**src/rtl/vsl_pkg.sv**
```systemverilog
package vsl_pkg;

  // ****************************************
  // Widths and counts
  // ****************************************
  localparam int unsigned WORD_W = 10;
  localparam int unsigned HCNT_W = 12;
  localparam int unsigned VCNT_W = 10;
  localparam int unsigned COMB_SEL_W = 4;
  localparam int unsigned COMB_COUNT = 16;
  localparam logic [11:0] LINE_LEN_RESET = 12'h6B4;
  localparam logic [9:0] FIELD_LINES_RESET = 10'h107;
  localparam logic [9:0] VGROUP_END_LINE = 10'h009;
  localparam logic [11:0] SYNC_MIN_WIDTH = 12'h020;
  localparam logic [11:0] SYNC_BROAD_WIDTH = 12'h100;
  localparam logic [11:0] HSYNC_PULSE_LEN = 12'h040;
  localparam logic [9:0] VSYNC_PULSE_LINES = 10'h003;
  localparam logic [9:0] SYNC_LEVEL_THRESH = 10'h040;

  // ****************************************
  // Embedded timing word bytes
  // ****************************************
  localparam logic [9:0] REF_PREAMBLE_ONES = 10'h3FF;
  localparam logic [9:0] REF_PREAMBLE_ZERO = 10'h000;
  localparam int unsigned REF_V_BIT = 7;
  localparam int unsigned REF_H_BIT = 6;
  localparam int unsigned REF_F_BIT = 8;

  // ****************************************
  // Timing source, clock mode and emulation selection
  // ****************************************
  typedef enum logic [1:0] {
    VSL_SRC_EMBEDDED = 2'h0,
    VSL_SRC_EXTERNAL = 2'h1,
    VSL_SRC_SEPARATOR = 2'h2
  } vsl_src_t;

  typedef enum logic [1:0] {
    VSL_CLK_LINE_LOCKED = 2'h0,
    VSL_CLK_SUBCARRIER = 2'h1
  } vsl_clk_mode_t;

  typedef enum logic [1:0] {
    VSL_EMU_FULL = 2'h0,
    VSL_EMU_TWO_LINE = 2'h1,
    VSL_EMU_SIMPLE = 2'h2
  } vsl_emu_t;

  // ****************************************
  // Reference word detector states
  // ****************************************
  typedef enum logic [3:0] {
    VSL_REF_IDLE = 4'b0001,
    VSL_REF_ONES = 4'b0010,
    VSL_REF_ZERO1 = 4'b0100,
    VSL_REF_ZERO2 = 4'b1000
  } vsl_ref_state_t;

  // ****************************************
  // Separator states
  // ****************************************
  typedef enum logic [2:0] {
    VSL_SEP_SEARCH = 3'b001,
    VSL_SEP_LOCK = 3'b010,
    VSL_SEP_FLYWHEEL = 3'b100
  } vsl_sep_state_t;

endpackage

```
**src/rtl/vsl_timing_if.sv**
```systemverilog
`timescale 1ns/10ps
interface vsl_timing_if;
  logic line_start;
  logic field_start;
  logic field_id;
  logic valid;
  modport src (output line_start, output field_start, output field_id, output valid);
  modport dst (input line_start, input field_start, input field_id, input valid);
endinterface

```
**src/rtl/vsl_sync_lock.sv**
```systemverilog
`timescale 1ns/10ps
module vsl_sync_lock (
  input wire logic clock,
  input wire logic rst_n,
  input wire logic [9:0] video_word_in,
  input wire logic line_sync_in_n,
  input wire logic field_sync_in_n,
  input wire logic clock_subcarrier_mode,
  input wire logic embedded_enable,
  input wire logic ntsc_4fsc,
  input wire logic [3:0] comb_select_in,
  input wire logic [1:0] emulate_mode,
  input wire logic eight_bit_mode,
  output logic [9:0] video_word_out,
  output logic decoded_line_sync_out,
  output logic decoded_field_sync_out,
  output logic field_id_out,
  output logic timing_locked,
  output logic [3:0] comb_arch_out
);

  // ****************************************
  // Word alignment
  // ****************************************
  logic [9:0] word_q;

  always_ff @(posedge clock or negedge rst_n) begin
    if (!rst_n) begin
      word_q <= 10'h000;
    end else begin
      word_q <= eight_bit_mode ? {video_word_in[9:2], 2'b00} : video_word_in;
    end
  end

  always_ff @(posedge clock or negedge rst_n) begin
    if (!rst_n) begin
      video_word_out <= 10'h000;
    end else begin
      video_word_out <= word_q;
    end
  end

  // ****************************************
  // Embedded reference decoder
  // ****************************************
  vsl_timing_if ref_tim ();

  vsl_ref_decoder u_ref (
    .clock(clock),
    .rst_n(rst_n),
    .word_in(word_q),
    .tim(ref_tim)
  );

  // ****************************************
  // External sync pin synchronisers
  // ****************************************
  logic [2:0] hs_sync_q;
  logic [2:0] vs_sync_q;
  logic hs_level_q;
  logic vs_level_q;

  always_ff @(posedge clock or negedge rst_n) begin
    if (!rst_n) begin
      hs_sync_q <= 3'h7;
      vs_sync_q <= 3'h7;
      hs_level_q <= 1'b1;
      vs_level_q <= 1'b1;
    end else begin
      hs_sync_q <= {hs_sync_q[1:0], line_sync_in_n};
      vs_sync_q <= {vs_sync_q[1:0], field_sync_in_n};
      if (hs_sync_q[1] == hs_sync_q[2]) begin
        hs_level_q <= hs_sync_q[2];
      end
      if (vs_sync_q[1] == vs_sync_q[2]) begin
        vs_level_q <= vs_sync_q[2];
      end
    end
  end

  logic ext_line_start;
  logic ext_field_start;
  assign ext_line_start = (hs_sync_q[1] == hs_sync_q[2]) && !hs_sync_q[2] && hs_level_q;
  assign ext_field_start = (vs_sync_q[1] == vs_sync_q[2]) && !vs_sync_q[2] && vs_level_q;

  logic ext_seen_q;
  always_ff @(posedge clock or negedge rst_n) begin
    if (!rst_n) begin
      ext_seen_q <= 1'b0;
    end else if (ext_line_start) begin
      ext_seen_q <= 1'b1;
    end
  end

  // ****************************************
  // Source selection
  // ****************************************
  vsl_pkg::vsl_src_t src;

  always_comb begin
    if (embedded_enable && ref_tim.valid) begin
      src = vsl_pkg::VSL_SRC_EMBEDDED;
    end else if (clock_subcarrier_mode && !(ntsc_4fsc && ext_seen_q)) begin
      src = vsl_pkg::VSL_SRC_SEPARATOR;
    end else begin
      src = vsl_pkg::VSL_SRC_EXTERNAL;
    end
  end

  // ****************************************
  // Sync separator
  // ****************************************
  logic sync_tip;
  assign sync_tip = word_q < vsl_pkg::SYNC_LEVEL_THRESH;

  vsl_pkg::vsl_sep_state_t sep_q;
  logic [11:0] tip_len_q;
  logic [11:0] hcnt_q;
  logic [9:0] vcnt_q;
  logic [11:0] line_len_q;
  logic sep_line_start;
  logic sep_field_start;
  logic mid_hit;
  logic in_vgroup;

  assign in_vgroup = vcnt_q <= vsl_pkg::VGROUP_END_LINE;
  assign mid_hit = sync_tip && (tip_len_q == vsl_pkg::SYNC_MIN_WIDTH);

  always_ff @(posedge clock or negedge rst_n) begin
    if (!rst_n) begin
      tip_len_q <= 12'h000;
    end else if (sync_tip) begin
      tip_len_q <= tip_len_q + 12'h001;
    end else begin
      tip_len_q <= 12'h000;
    end
  end

  always_ff @(posedge clock or negedge rst_n) begin
    if (!rst_n) begin
      sep_q <= vsl_pkg::VSL_SEP_SEARCH;
    end else begin
      case (sep_q)
        vsl_pkg::VSL_SEP_SEARCH: begin
          if (tip_len_q == vsl_pkg::SYNC_BROAD_WIDTH) begin
            sep_q <= vsl_pkg::VSL_SEP_LOCK;
          end
        end
        vsl_pkg::VSL_SEP_LOCK: begin
          if (!in_vgroup) begin
            sep_q <= vsl_pkg::VSL_SEP_FLYWHEEL;
          end
        end
        vsl_pkg::VSL_SEP_FLYWHEEL: begin
          if (in_vgroup) begin
            sep_q <= vsl_pkg::VSL_SEP_LOCK;
          end
        end
        default: begin
          sep_q <= vsl_pkg::VSL_SEP_SEARCH;
        end
      endcase
    end
  end

  // Locked lines follow the tip reaching SYNC_MIN_WIDTH only; elsewhere the learned (or, in search, reset) length flywheels
  assign sep_line_start = (sep_q == vsl_pkg::VSL_SEP_LOCK) ? mid_hit
                          : hcnt_q == line_len_q - 12'h001;
  assign sep_field_start = (sep_q == vsl_pkg::VSL_SEP_SEARCH || !in_vgroup)
                           && tip_len_q == vsl_pkg::SYNC_BROAD_WIDTH;

  // ****************************************
  // Line and field counters
  // ****************************************
  logic line_start;
  logic field_start;

  always_comb begin
    case (src)
      vsl_pkg::VSL_SRC_EMBEDDED: begin
        line_start = ref_tim.line_start;
        field_start = ref_tim.field_start;
      end
      vsl_pkg::VSL_SRC_SEPARATOR: begin
        line_start = sep_line_start;
        field_start = sep_field_start;
      end
      default: begin
        line_start = ext_line_start;
        field_start = ext_field_start;
      end
    endcase
  end

  always_ff @(posedge clock or negedge rst_n) begin
    if (!rst_n) begin
      hcnt_q <= 12'h000;
      line_len_q <= vsl_pkg::LINE_LEN_RESET;
    end else if (line_start) begin
      hcnt_q <= 12'h000;
      if (src == vsl_pkg::VSL_SRC_SEPARATOR && sep_q == vsl_pkg::VSL_SEP_LOCK
          && hcnt_q > vsl_pkg::SYNC_BROAD_WIDTH) begin
        line_len_q <= hcnt_q + 12'h001;
      end
    end else begin
      hcnt_q <= hcnt_q + 12'h001;
    end
  end

  always_ff @(posedge clock or negedge rst_n) begin
    if (!rst_n) begin
      vcnt_q <= vsl_pkg::FIELD_LINES_RESET;
    end else if (field_start) begin
      vcnt_q <= 10'h000;
    end else if (line_start) begin
      vcnt_q <= vcnt_q + 10'h001;
    end
  end

  // ****************************************
  // Outputs
  // ****************************************
  always_ff @(posedge clock or negedge rst_n) begin
    if (!rst_n) begin
      decoded_line_sync_out <= 1'b0;
      decoded_field_sync_out <= 1'b0;
      field_id_out <= 1'b0;
      timing_locked <= 1'b0;
    end else begin
      decoded_line_sync_out <= hcnt_q < vsl_pkg::HSYNC_PULSE_LEN;
      decoded_field_sync_out <= vcnt_q < vsl_pkg::VSYNC_PULSE_LINES;
      if (field_start) begin
        field_id_out <= (src == vsl_pkg::VSL_SRC_EMBEDDED) ? ref_tim.field_id : ~field_id_out;
      end
      timing_locked <= (src == vsl_pkg::VSL_SRC_SEPARATOR) ? sep_q != vsl_pkg::VSL_SEP_SEARCH
                                                          : 1'b1;
    end
  end

  always_ff @(posedge clock or negedge rst_n) begin
    if (!rst_n) begin
      comb_arch_out <= 4'h0;
    end else begin
      case (vsl_pkg::vsl_emu_t'(emulate_mode))
        vsl_pkg::VSL_EMU_TWO_LINE: comb_arch_out <= {1'b0, comb_select_in[2:0]};
        vsl_pkg::VSL_EMU_SIMPLE: comb_arch_out <= 4'h0;
        default: comb_arch_out <= comb_select_in;
      endcase
    end
  end

endmodule

```
**src/rtl/vsl_ref_decoder.sv**
```systemverilog
`timescale 1ns/10ps
module vsl_ref_decoder (
  input wire logic clock,
  input wire logic rst_n,
  input wire logic [9:0] word_in,
  vsl_timing_if.src tim
);

  // ****************************************
  // Reference word search
  // ****************************************
  vsl_pkg::vsl_ref_state_t state_q;
  logic h_q;
  logic v_q;

  always_ff @(posedge clock or negedge rst_n) begin
    if (!rst_n) begin
      state_q <= vsl_pkg::VSL_REF_IDLE;
    end else begin
      case (state_q)
        vsl_pkg::VSL_REF_IDLE: begin
          if (word_in == vsl_pkg::REF_PREAMBLE_ONES) begin
            state_q <= vsl_pkg::VSL_REF_ONES;
          end
        end
        vsl_pkg::VSL_REF_ONES: begin
          state_q <= (word_in == vsl_pkg::REF_PREAMBLE_ZERO) ? vsl_pkg::VSL_REF_ZERO1
                                                              : vsl_pkg::VSL_REF_IDLE;
        end
        vsl_pkg::VSL_REF_ZERO1: begin
          state_q <= (word_in == vsl_pkg::REF_PREAMBLE_ZERO) ? vsl_pkg::VSL_REF_ZERO2
                                                              : vsl_pkg::VSL_REF_IDLE;
        end
        vsl_pkg::VSL_REF_ZERO2: begin
          state_q <= vsl_pkg::VSL_REF_IDLE;
        end
        default: begin
          state_q <= vsl_pkg::VSL_REF_IDLE;
        end
      endcase
    end
  end

  // ****************************************
  // Status word decode
  // ****************************************
  always_ff @(posedge clock or negedge rst_n) begin
    if (!rst_n) begin
      tim.line_start <= 1'b0;
      tim.field_start <= 1'b0;
      tim.field_id <= 1'b0;
      tim.valid <= 1'b0;
      h_q <= 1'b0;
      v_q <= 1'b0;
    end else begin
      tim.line_start <= 1'b0;
      tim.field_start <= 1'b0;
      if (state_q == vsl_pkg::VSL_REF_ZERO2) begin
        tim.valid <= 1'b1;
        h_q <= word_in[vsl_pkg::REF_H_BIT];
        v_q <= word_in[vsl_pkg::REF_V_BIT];
        tim.field_id <= word_in[vsl_pkg::REF_F_BIT];
        tim.line_start <= word_in[vsl_pkg::REF_H_BIT] & ~h_q;
        tim.field_start <= v_q & ~word_in[vsl_pkg::REF_V_BIT];
      end
    end
  end

endmodule

```
**config.mk**
```make
export PLATFORM = sky130hd
export DESIGN_NAME = vsl_sync_lock
export DESIGN_NICKNAME = d
export VERILOG_FILES = /design/src/rtl/vsl_pkg.sv /design/src/rtl/vsl_timing_if.sv /design/src/rtl/vsl_sync_lock.sv /design/src/rtl/vsl_ref_decoder.sv
export SDC_FILE = /design/constraint.sdc
export NUM_CORES = 1
export LEC_CHECK = 0
export ABC_AREA = 1
export BUFFER_PORTS_ARGS = -buffer_cell sky130_fd_sc_hd__buf_4
export CORE_MARGIN = 2
export CORE_UTILIZATION = 30
export CTS_CLUSTER_SIZE = 10
export DETAILED_ROUTE_END_ITERATION = 12
export HOLD_SLACK_MARGIN = 0.15
export PLACE_DENSITY_LB_ADDON = 0.12
export REMOVE_ABC_BUFFERS = 1
export SETUP_SLACK_MARGIN = 0.05
export SLEW_MARGIN = 25
export SYNTH_ARGS = -nofsm -noshare
export SYNTH_HDL_FRONTEND = slang
export SYNTH_SLANG_ARGS = --single-unit
```
**constraint.sdc**
```tcl
create_clock -name clock -period 2.2 [get_ports clock]
set_input_delay 0.33 -clock clock [delete_from_list [all_inputs] [get_ports clock]]
set_output_delay 0.33 -clock clock [all_outputs]
set_load 0.01 [all_outputs]
```
==> metrics.txt, run 1 <==
status finished clean; most instantiated library cell after synthesis nand2_1; Peak Freq roughly 0.48 GHz; HPWL reported at the end of detailed placement 7.46 mm; CTS tree built; # H-tree levels 3; Placed Instance Area about 0.0054 sq mm; Lkg Pwr about 3 nW; Power Internal 0.00288 W; sw power about 0.0011 W; Inserted Diodes 0; Starting Density a little under a third; Synth cell types 34; total CTS buffers 9; final setup margin 0.120 ns; max_slew headroom roughly two thirds; Routability Congestion approximately 0.85; DRT iter0 DRCs 167; sequential cell area fraction in the yosys report around half; crit end category flip-flop; clk sinks 96; Syn Area/Cell roughly 8 sq um; DR WL met2 4.77 mm; final setup fails 0; post-route cell area around 0.006 sq mm; Worst-Margin Slew approximately 0.53 ns; Die ar. around 0.017 sq mm; via count between 3000 and 4000; Required @ worst endpoint roughly 2.4 ns; max layer used met4; largest net degree at the start of global routing 39; die width 130 um; RSZ-0062 raised after global routing yes; synthesis-to-layout area growth 24.9%; critical-path maximum fanout 7; Final Max Tran Viols 0; Worst Skew roughly 0.0098 ns; Non-Filler Instances 862; multi-input logic area 0.00199 sq mm; Worst Setup Path Type reg2reg; Site Rows 45; largest area contributor in the netlist dfrtp_1; CP startpoint kind flip-flop; gr ovfl total 0; Syn Inst Count between 500 and 600; Mapped Area 0.00474 sq mm; power per cell area between 600 and 700 mW/mm^2; Ports 42; Top FF cell, synth dfrtp_1; Sw Share between 20% and 30%; Reg power frac 49.6%; DR vias/cell about 4.5; Die Ht about 130 um; Max-Cap Viols 0; WL/cell around 12 um; Core ar. between 0.015 and 0.02 sq mm; total power ~0.004 W; initial antenna violation count 0; Post-synth EDFFs 0; register area around 0.0024 sq mm; met3 wire len 370 um; post-route minimum period between 2 and 2.5 ns; Nets 681; share of cells above drive strength 1 a little under a fifth; first-pass GRT wire length between 15 and 20 mm; Area contributors post-synth dfrtp_1 (40%), dfstp_2 (11%), nand2_1 (10%), inv_1 (7.1%), nor2_1 (5.5%); gr usage total between 10% and 20%; vias in the first global route ~4000; synthesized flop and latch total between 90 and 100; clk root buf clkbuf_16; Peak VDD IR around 0.00038 V; worst skew pair latency roughly 0.34 ns; final hold violations 0; IO Port Bufs approximately 40; Layout fillers between 1500 and 2000; fin crit share 94.6%; post-synth top area share around 40%; drt pass-1 iters 4; combinational power share between 10% and 20%; clock buffer depth 2; placed insts a little over 800; DRC Markers 0; Commonest cells post-synth nand2_1 (130), inv_1 (90), dfrtp_1 (76), nor2_1 (69), nand3_1 (39); Min-Delay Path Class in2reg; CP arrival 2.31 ns; Clock power frac approximately 37%; clock transition at the registers of the reported paths 0.06 ns; Setup WS pre-CTS between 0.015 and 0.02 ns; met1 WL slightly below 5 mm; Routed Wire Length just over 10 mm; ANT nets after route 0; Syn. warnings 0; ys async rst share between 90% and 100%
==> routing by layer <==
metal | vias up | global-route usage, %
met5 | - | 0
met4 | 0 | 6.83
met3 | 17 | 2.50
met2 | 75 | 21.8
met1 | 1817 | 17.0
li1 | 1972 | -
==> power by group through the flow <==
stage               Combinational, W  Sequential (W)  Clock, W
detailed placement          0.000497         0.00200         0
global route                0.000617         0.00199   0.00160
finish                      0.000537         0.00197   0.00146
CTS                         0.000521         0.00197   0.00153
global placement            0.000492         0.00200         0
floorplan                   0.000269         0.00199         0
==> kinds of logic (layout without fill, tap and decap cells) <==
group	Yosys count	after routing	synth area share, %
compound gates	33	33	3.64
xor+xnor	20	20	3.69
fa+ha+maj	11	11	2.90
buf+inv	106	179	8.97
flops	96	96	51.2
simple gates	310	312	29.6
==> path summary, 6_finish.rpt <==
check | slack, ns | cells after the start | to | start
worst max-delay path | 0.12 | 15 | line_len_q[3] | line_len_q[1]
worst min-delay path | 0.19 | 3 | comb_arch_out[3] | comb_select_in[3]
worst max register to register | 0.12 | 15 | line_len_q[3] | line_len_q[1]
worst min register to register | 0.36 | 0 | hs_sync_q[1] | hs_sync_q[0]
max in group asynchronous | 0.96 | 3 | vs_sync_q[0] | rst_n
min in group asynchronous | 0.50 | 2 | comb_arch_out[3] | rst_n
==> sequential cells by signal, summed over array words and instances, names as in the netlist, 3 cells and up <==
register	cells
line_len_q	12
comb_arch_out	4
hcnt_q	12
sep_q	3
vs_sync_q	3
hs_sync_q	3
tip_len_q	12
u_ref.state_q	4
video_word_out	10
vcnt_q	10
word_q	10
==> metrics by stage <==
stage                     hold WS (ns)  utilization (%)  TNS (ns)
after global placement           0.346             35.1         0
after floorplan                 0.0344                -   -0.0394
after detailed placement         0.349             35.1         0
final                            0.187             38.7         0
after global routing             0.187             38.7    -0.854
after CTS                        0.157             37.8         0
==> what timing repair did <==
action	in CTS	in global routing
gates cloned	1	3
setup endpoints to repair	12	34
resized for setup	2	22
hold endpoints to repair	37	0
pin swaps	0	18
hold buffers	12	0
buffers inserted	0	1
==> layout by cell type, fill, tap and decap left out, drive strengths merged, types with 4 or more instances in the layout <==
master,Yosys,layout
nand3,41,42
dfrtp,76,76
buf,8,56
nand4,31,31
a21oi,9,9
nor3,15,15
xor2,13,13
inv,92,95
clkinv,1,4
xnor2,7,7
o21ai,21,21
nand2,134,135
clkbuf,5,10
nor2,74,74
ha,11,11
nor4,7,7
dlygate4sd3,0,12
dfstp,20,20
==> cell type report <==
cell class | count | area share, %
Sequential cell | 96 | 41.0
Multi-Input combinational cell | 376 | 33.6
Timing Repair Buffer | 69 | 10.2
Inverter | 93 | 5.93
Tap cell | 211 | 4.46
Clock buffer | 9 | 3.80
Clock inverter | 7 | 0.887
Timing Repair inverter | 1 | 0.127
==> worst max-delay path: stages, from the launching register on <==
cell and delay, ns:
dfrtp_1 0.39, inv_2 0.07, ha_4 0.27, inv_2 0.03, nand2_1 0.05, nand2_1 0.04
nor2_1 0.09, nand3_1 0.08, nor2_1 0.13, nand2_1 0.07, nor2_2 0.13, nand3_2 0.14
nand2_8 0.18, nand3_4 0.14, nand2_2 0.11, nand2_1 0.05
(Power assumes the default switching activity.)
==> run 2, diff against run 1 <==
- clock period: 2.2 -> 2.4 ns (I/O delays scaled with it)
==> metrics.txt, run 2 (synthesized netlist as in run 1, its figures left out) <==
status finished clean; vias in the first global route 3891 (-0.31%); CP startpoint kind flip-flop; Final Max Tran Viols 0 (unchanged); Power Internal 0.00274 W (-4.9%); DRC Markers 0 (unchanged); Routed Wire Length 10.1 mm (-1.5%); crit end category flip-flop; Core ar. 0.0153 sq mm (unchanged); Peak VDD IR 0.000383 V (-0.35%); clk root buf clkbuf_16; total power 0.00374 W (-5.8%); Setup WS pre-CTS 0.110 ns (+0.0927 ns); drt pass-1 iters 5 (+1); Sw Share 26.6% (-0.77 points); Finished Core Util 37.9% (-0.79 points); clk sinks 96 (unchanged); Min-Delay Path Class in2reg; share of cells above drive strength 1 16.1% (-2.8 points); RSZ-0062 raised after global routing no; total CTS buffers 9 (unchanged); WL/cell 11.8 um (-0.80%); biggest regs hcnt_q x12, line_len_q x12, tip_len_q x12; initial antenna violation count 0 (unchanged); hold_ws 0.198 ns (+0.0102 ns); DR vias/cell 4.46 (-0.83%); Setup TNS Final 0 ns (unchanged); Die Ht 130 um (unchanged); largest net degree at the start of global routing 42 (+7.7%); Nets 675 (-0.88%); clock transition at the registers of the reported paths 0.07 ns (about the same); Worst Setup Path Type reg2reg; IO Port Bufs 41 (unchanged); first-pass GRT wire length 17.7 mm (-0.54%); max_slew headroom 68.7% (+3.9 points); clock buffer depth 2 (unchanged); Required @ worst endpoint 2.63 ns (+0.20 ns); combinational power share 12.7% (-0.8 points); CTS tree built; gr usage total 13.3% (-0.055 points); Starting Density 31.0% (unchanged); Peak Freq 0.483 GHz (+0.53%); final setup margin 0.331 ns (+0.211 ns); fin crit share 86.2% (-8.3 points); gr ovfl total 0 (unchanged); sw power 0.000994 W (-8.5%); power per cell area 644 mW/mm^2 (-3.9%); die width 130 um (unchanged); Reg power frac 48.2% (-1.4 points); Lkg Pwr 2.95 nW (-1.2%); final setup fails 0 (unchanged); critical-path maximum fanout 12 (+5); Max-Cap Viols 0 (unchanged); HPWL reported at the end of detailed placement 7.53 mm (+1.0%); ANT nets after route 0 (unchanged); Routability Congestion 0.822 (-2.8%); synthesis-to-layout area growth 22.3%; CP arrival 2.30 ns (about the same); DRT iter0 DRCs 146 (-13%); Clock power frac 39.1% (+2.2 points); Ports 42 (unchanged); worst skew pair latency 0.35 ns (about the same); leading cell type in the layout, fill and taps excluded nand2_1; Inserted Diodes 0 (unchanged); final hold violations 0 (unchanged); commonest cells after routing, fill and taps aside nand2_1 (130), inv_1 (90), dfrtp_1 (76); Worst Skew 0.00450 ns (-0.00533 ns); via count 3822 (-1.5%); Site Rows 45 (unchanged); post-route minimum period 2.07 ns (-0.0109 ns); Die ar. 0.0168 sq mm (unchanged); # H-tree levels 3 (unchanged); Layout fillers 1628 (+1.2%); Worst-Margin Slew 0.466 ns (-0.0629 ns)
## run 2: cell count changes in the layout (fill, tap and decap cells not counted), moves of 2 or more
cell	change
nand2_1	+8
clkinv_2	-2
inv_8	+2
nand2_8	-2
inv_2	-2
buf_12	-2
inv_1	+2
nand2_2	-8
## run 2: timing repair
action | 4_1_cts | 5_1_grt
hold buffers | 12 | 0
buffers inserted | 0 | 3
hold endpoints to repair | 46 | 0
setup endpoints to repair | 0 | 34
gates resized for setup | 0 | 8
## run 2: layout make-up
| type | instances | area (sq um) | share of cell area [%] |
|---|---|---|---|
| sequential | 96 | 2430 | 41.8 |
| multi-input combinational | 374 | 1910 | 32.9 |
| timing repair buffer | 66 | 546 | 9.40 |
| inverter | 93 | 357 | 6.14 |
| tap | 211 | 264 | 4.55 |
| clock buffer | 10 | 229 | 3.94 |
| clock inverter | 6 | 75.1 | 1.29 |
## run 2: metrics by stage
step           std cells  area (sq um)
3_3_place_gp         825          5330
2_1_floorplan        563          4670
6_report             856          5800
3_5_place_dp         825          5330
4_1_cts              853          5750
5_1_grt              856          5800
## run 2: worst paths after layout
path	start	end	slack [ns]	depth (start not counted)
worst max-delay path	line_len_q[0]	hcnt_q[4]	0.33	15
worst min-delay path	comb_select_in[3]	comb_arch_out[3]	0.20	3
worst max register to register	line_len_q[0]	hcnt_q[4]	0.33	15
worst min register to register	hs_sync_q[0]	hs_sync_q[1]	0.36	0
max in group asynchronous	rst_n	line_len_q[4]	1.18	3
min in group asynchronous	rst_n	comb_arch_out[3]	0.50	2
## run 2: critical path, cell delays in order, from the launching register on
cell	delay, ns
dfrtp_1	0.40
inv_1	0.11
ha_2	0.34
inv_1	0.04
nand2_1	0.05
nand2_1	0.06
nor2_1	0.09
nand3_1	0.08
nor2_1	0.09
nand2_1	0.05
nor2_1	0.11
nand3_2	0.10
nand2_4	0.13
nand2_4	0.14
inv_8	0.12
nor2_1	0.05
## run 2: power groups by stage
stage,Sequential (W),Combinational (W),Clock (W)
after CTS,0.00180,0.000473,0.00152
final,0.00180,0.000474,0.00146
after global routing,0.00182,0.000548,0.00159
after floorplan,0.00183,0.000246,0
after global placement,0.00183,0.000450,0
after detailed placement,0.00183,0.000456,0
## run 2: metal layers
metal	global-route usage, %	vias up	routed length (um)
li1	-	1954	-
met3	4.10	12	449
met2	21.8	65	4750
met4	4.17	0	139
met1	16.9	1791	4780
met5	0	-	0
==> run 3, diff against run 2 <==
- ABC_AREA: 1 -> default
==> metrics.txt, run 3 <==
drt pass-1 iters 4 (-1); HPWL reported at the end of detailed placement 7.25 mm (-3.7%); total CTS buffers 9 (unchanged); failing checks setup timing; Nets 579 (-14%); Die ar. 0.0160 sq mm (-5.0%); Top FF cell, synth dfrtp_1; Placed Instance Area 0.00547 sq mm (+2.7%); largest area contributor in the netlist dfrtp_1; Finished Core Util 42.3% (+4.4 points); Layout fillers 1416 (-13%); Required @ worst endpoint 2.68 ns (+0.05 ns); hold-critical path depth 2 (-1); clk sinks 96 (unchanged); Inserted Diodes 0 (unchanged); Routed Wire Length 10.5 mm (+3.3%); Compound-Gate Fraction of Synth Area 9.65% (+6.0 points); Core ar. 0.0146 sq mm (-4.7%); sequential cell area fraction in the yosys report 54.0% (+2.8 points); critical-path maximum fanout 7 (-5); Starting Density 30.8% (-0.15 points); gr ovfl total 0 (unchanged); Crit-path slowest cell or4b_4; CP arrival 2.87 ns (+0.57 ns); largest net degree at the start of global routing 39 (-7.1%); vias in the first global route 3693 (-5.1%); final hold violations 0 (unchanged); Non-Filler Instances 733 (-14%); Peak Freq 0.387 GHz (-20%); register area 0.00243 sq mm (unchanged); CP startpoint kind flip-flop; Worst Skew 0.00793 ns (+0.00343 ns); RR Startpoint line_len_q[1]; final setup fails 34 (+34); share of cells above drive strength 1 34.2% (+18 points); via count 3526 (-7.7%); Peak VDD IR 0.000361 V (-5.7%); placed insts 693 (-16%); Site Rows 44 (-2.2%); initial antenna violation count 0 (unchanged); Worst-Margin Slew 1.01 ns (+0.547 ns); Ports 42 (unchanged); Hold Startpoint video_word_in[0]; worst skew pair latency 0.35 ns (about the same); status finished, violations left; post-route minimum period 2.58 ns (+0.514 ns); synthesis-to-layout area growth 37.1%; final setup margin -0.183 ns (-0.514 ns); leading cell type in the layout, fill and taps excluded buf_4; xor/xnor cell area share of the yosys netlist 5.65% (+2.0 points); Synth Area in Adders 3.06% (+0.16 points); most instantiated library cell after synthesis dfrtp_1; CTS tree built; Area contributors post-synth dfrtp_1 (42%), dfstp_2 (12%), xnor2_1 (3.7%), mux2i_1 (3.3%), nor2_1 (3.1%); biggest regs hcnt_q x12, line_len_q x12, tip_len_q x12; Worst Setup Path Type reg2reg; Lkg Pwr 2.88 nW (-2.4%); portion of netlist area occupied by mux cells 4.09% (+4.1 points); Min-Delay Path Class in2reg; reg-to-reg endpoint vcnt_q[1]; commonest cells after routing, fill and taps aside buf_4 (105), dfrtp_1 (76), inv_1 (31); DRC Markers 0 (unchanged); Syn. warnings 0 (unchanged); max_slew headroom 32.3% (-36 points); crit end category flip-flop; Hold EP word_q[0]; Syn Area/Cell 10.8 sq um (+31%); largest family of logic cells by synthesized area simple AND/OR/NAND/NOR gates; Max-Cap Viols 0 (unchanged); gr usage total 13.5% (+0.24 points); total power 0.00405 W (+8.3%); Final Max Tran Viols 0 (unchanged); FF-to-FF path depth 11 (-4); post-route cell area 0.00617 sq mm (+6.2%); power per cell area 657 mW/mm^2 (+2.0%); first-pass GRT wire length 17.6 mm (-0.86%); clock buffer depth 2 (unchanged); fin crit share 108% (+21 points); Crit path top cell by count buf_12; post-synthesis simple-gate area fraction 19.1% (-11 points); synthesized flop and latch total 96 (unchanged); Post-synth EDFFs 0 (unchanged); IO Port Bufs 41 (unchanged); post-synth top area share 42.3% (+2.2 points); flop2flop setup slack -0.18 ns (-0.51 ns); RSZ-0062 raised after global routing yes; # H-tree levels 3 (unchanged); Commonest cells post-synth dfrtp_1 (76), nor2_1 (37), inv_1 (33), nand3_1 (21), dfstp_2 (20); DR vias/cell 4.81 (+7.7%); Syn Inst Count 417 (-28%); WL/cell 14.3 um (+21%); Synth cell types 59 (+74%); clock transition at the registers of the reported paths 0.08 ns (about the same); DRT iter0 DRCs 190 (+30%); crit path launch line_len_q[1]; ys async rst share 100% (unchanged); crit-path cells inv_2 -> ha_4 -> or4b_4 -> o311a_1 -> o31a_1 -> o41ai_4 -> buf_6 -> buf_12 -> buf_12 -> mux2i_1 -> nor2_1; clk root buf clkbuf_16; multi-input logic area 0.00203 sq mm (+6.5%); Die Ht 126 um (-2.6%); CP peak stage delay 0.48 ns (+0.08 ns); die width 126 um (-2.6%); Routability Congestion 0.756 (-8.0%); Mapped Area 0.00450 sq mm (-5.2%); ANT nets after route 0 (unchanged)
run 3: worst max-delay path by stage:
stage               endpoint  slack (ns)  depth (start not counted)
2_1_floorplan  line_len_q[0]       -1.10                          8
3_3_place_gp   line_len_q[8]       -0.37                          9
3_5_place_dp   line_len_q[1]       -0.41                          9
4_1_cts            vcnt_q[1]       -0.19                         11
5_1_grt            vcnt_q[1]       -0.37                         13
6_report           vcnt_q[1]       -0.18                         11
run 3: logic make-up (layout without fill, tap and decap cells):
logic type               Yosys count  in the layout
AND/OR/NAND/NOR                  157            158
flip-flops                        96             96
AO/OA/AOI/OAI                     61             62
buffers and inverters             45            175
XOR/XNOR                          29             29
multiplexers                      18             18
adder cells (fa/ha/maj)           11             11
run 3: layout make-up:
cell class	count	area share [%]
clock buffer	10	3.88
clock inverter	6	0.933
inverter	33	2.01
multi-input combinational	278	32.9
sequential	96	39.4
tap	184	3.73
timing repair buffer	126	17.1
run 3: routing by layer:
layer / GRT usage, % / vias up / routed length (um)
li1: - / 1720 / -
met1: 17.4 / 1742 / 4820
met2: 22.6 / 51 / 5100
met3: 3.58 / 13 / 381
met4: 3.88 / 0 / 151
met5: 0 / - / 0
run 3: worst max-delay path, delay by kind of cell, from the launching register on:
family,cells,cell delay [ns]
AO/OA/AOI/OAI,3,0.79
buffers and inverters,4,0.48
adder cells (fa/ha/maj),1,0.13
multiplexers,1,0.17
AND/OR/NAND/NOR,2,0.54
flip-flops,1,0.40
run 3: report_power, final:
| group | leakage [nW] | switching (W) | internal [W] |
|---|---|---|---|
| Clock | 0.147 | 0.000675 | 0.000758 |
| Combinational | 1.56 | 0.000385 | 0.000379 |
| Sequential | 1.17 | 0.0000944 | 0.00176 |
| Total | 2.88 | 0.00115 | 0.00290 |
run 3: per-stage QoR:
step                setup TNS, ns  worst slack [ns]  hold WS [ns]
detailed placement         -10.64            -0.411         0.348
global placement            -9.55            -0.374         0.350
global route                -9.62            -0.375         0.236
finish                      -3.54            -0.183         0.226
CTS                         -3.72            -0.189         0.219
floorplan                  -31.18             -1.10        0.0644
run 3: what timing repair did:
item,4_1_cts,5_1_grt
gates resized for setup,24,22
setup buffers,6,4
endpoints found under the setup margin,34,35
pin swaps,18,3
gates cloned,1,2
hold endpoints to repair,36,0
hold buffers,12,0
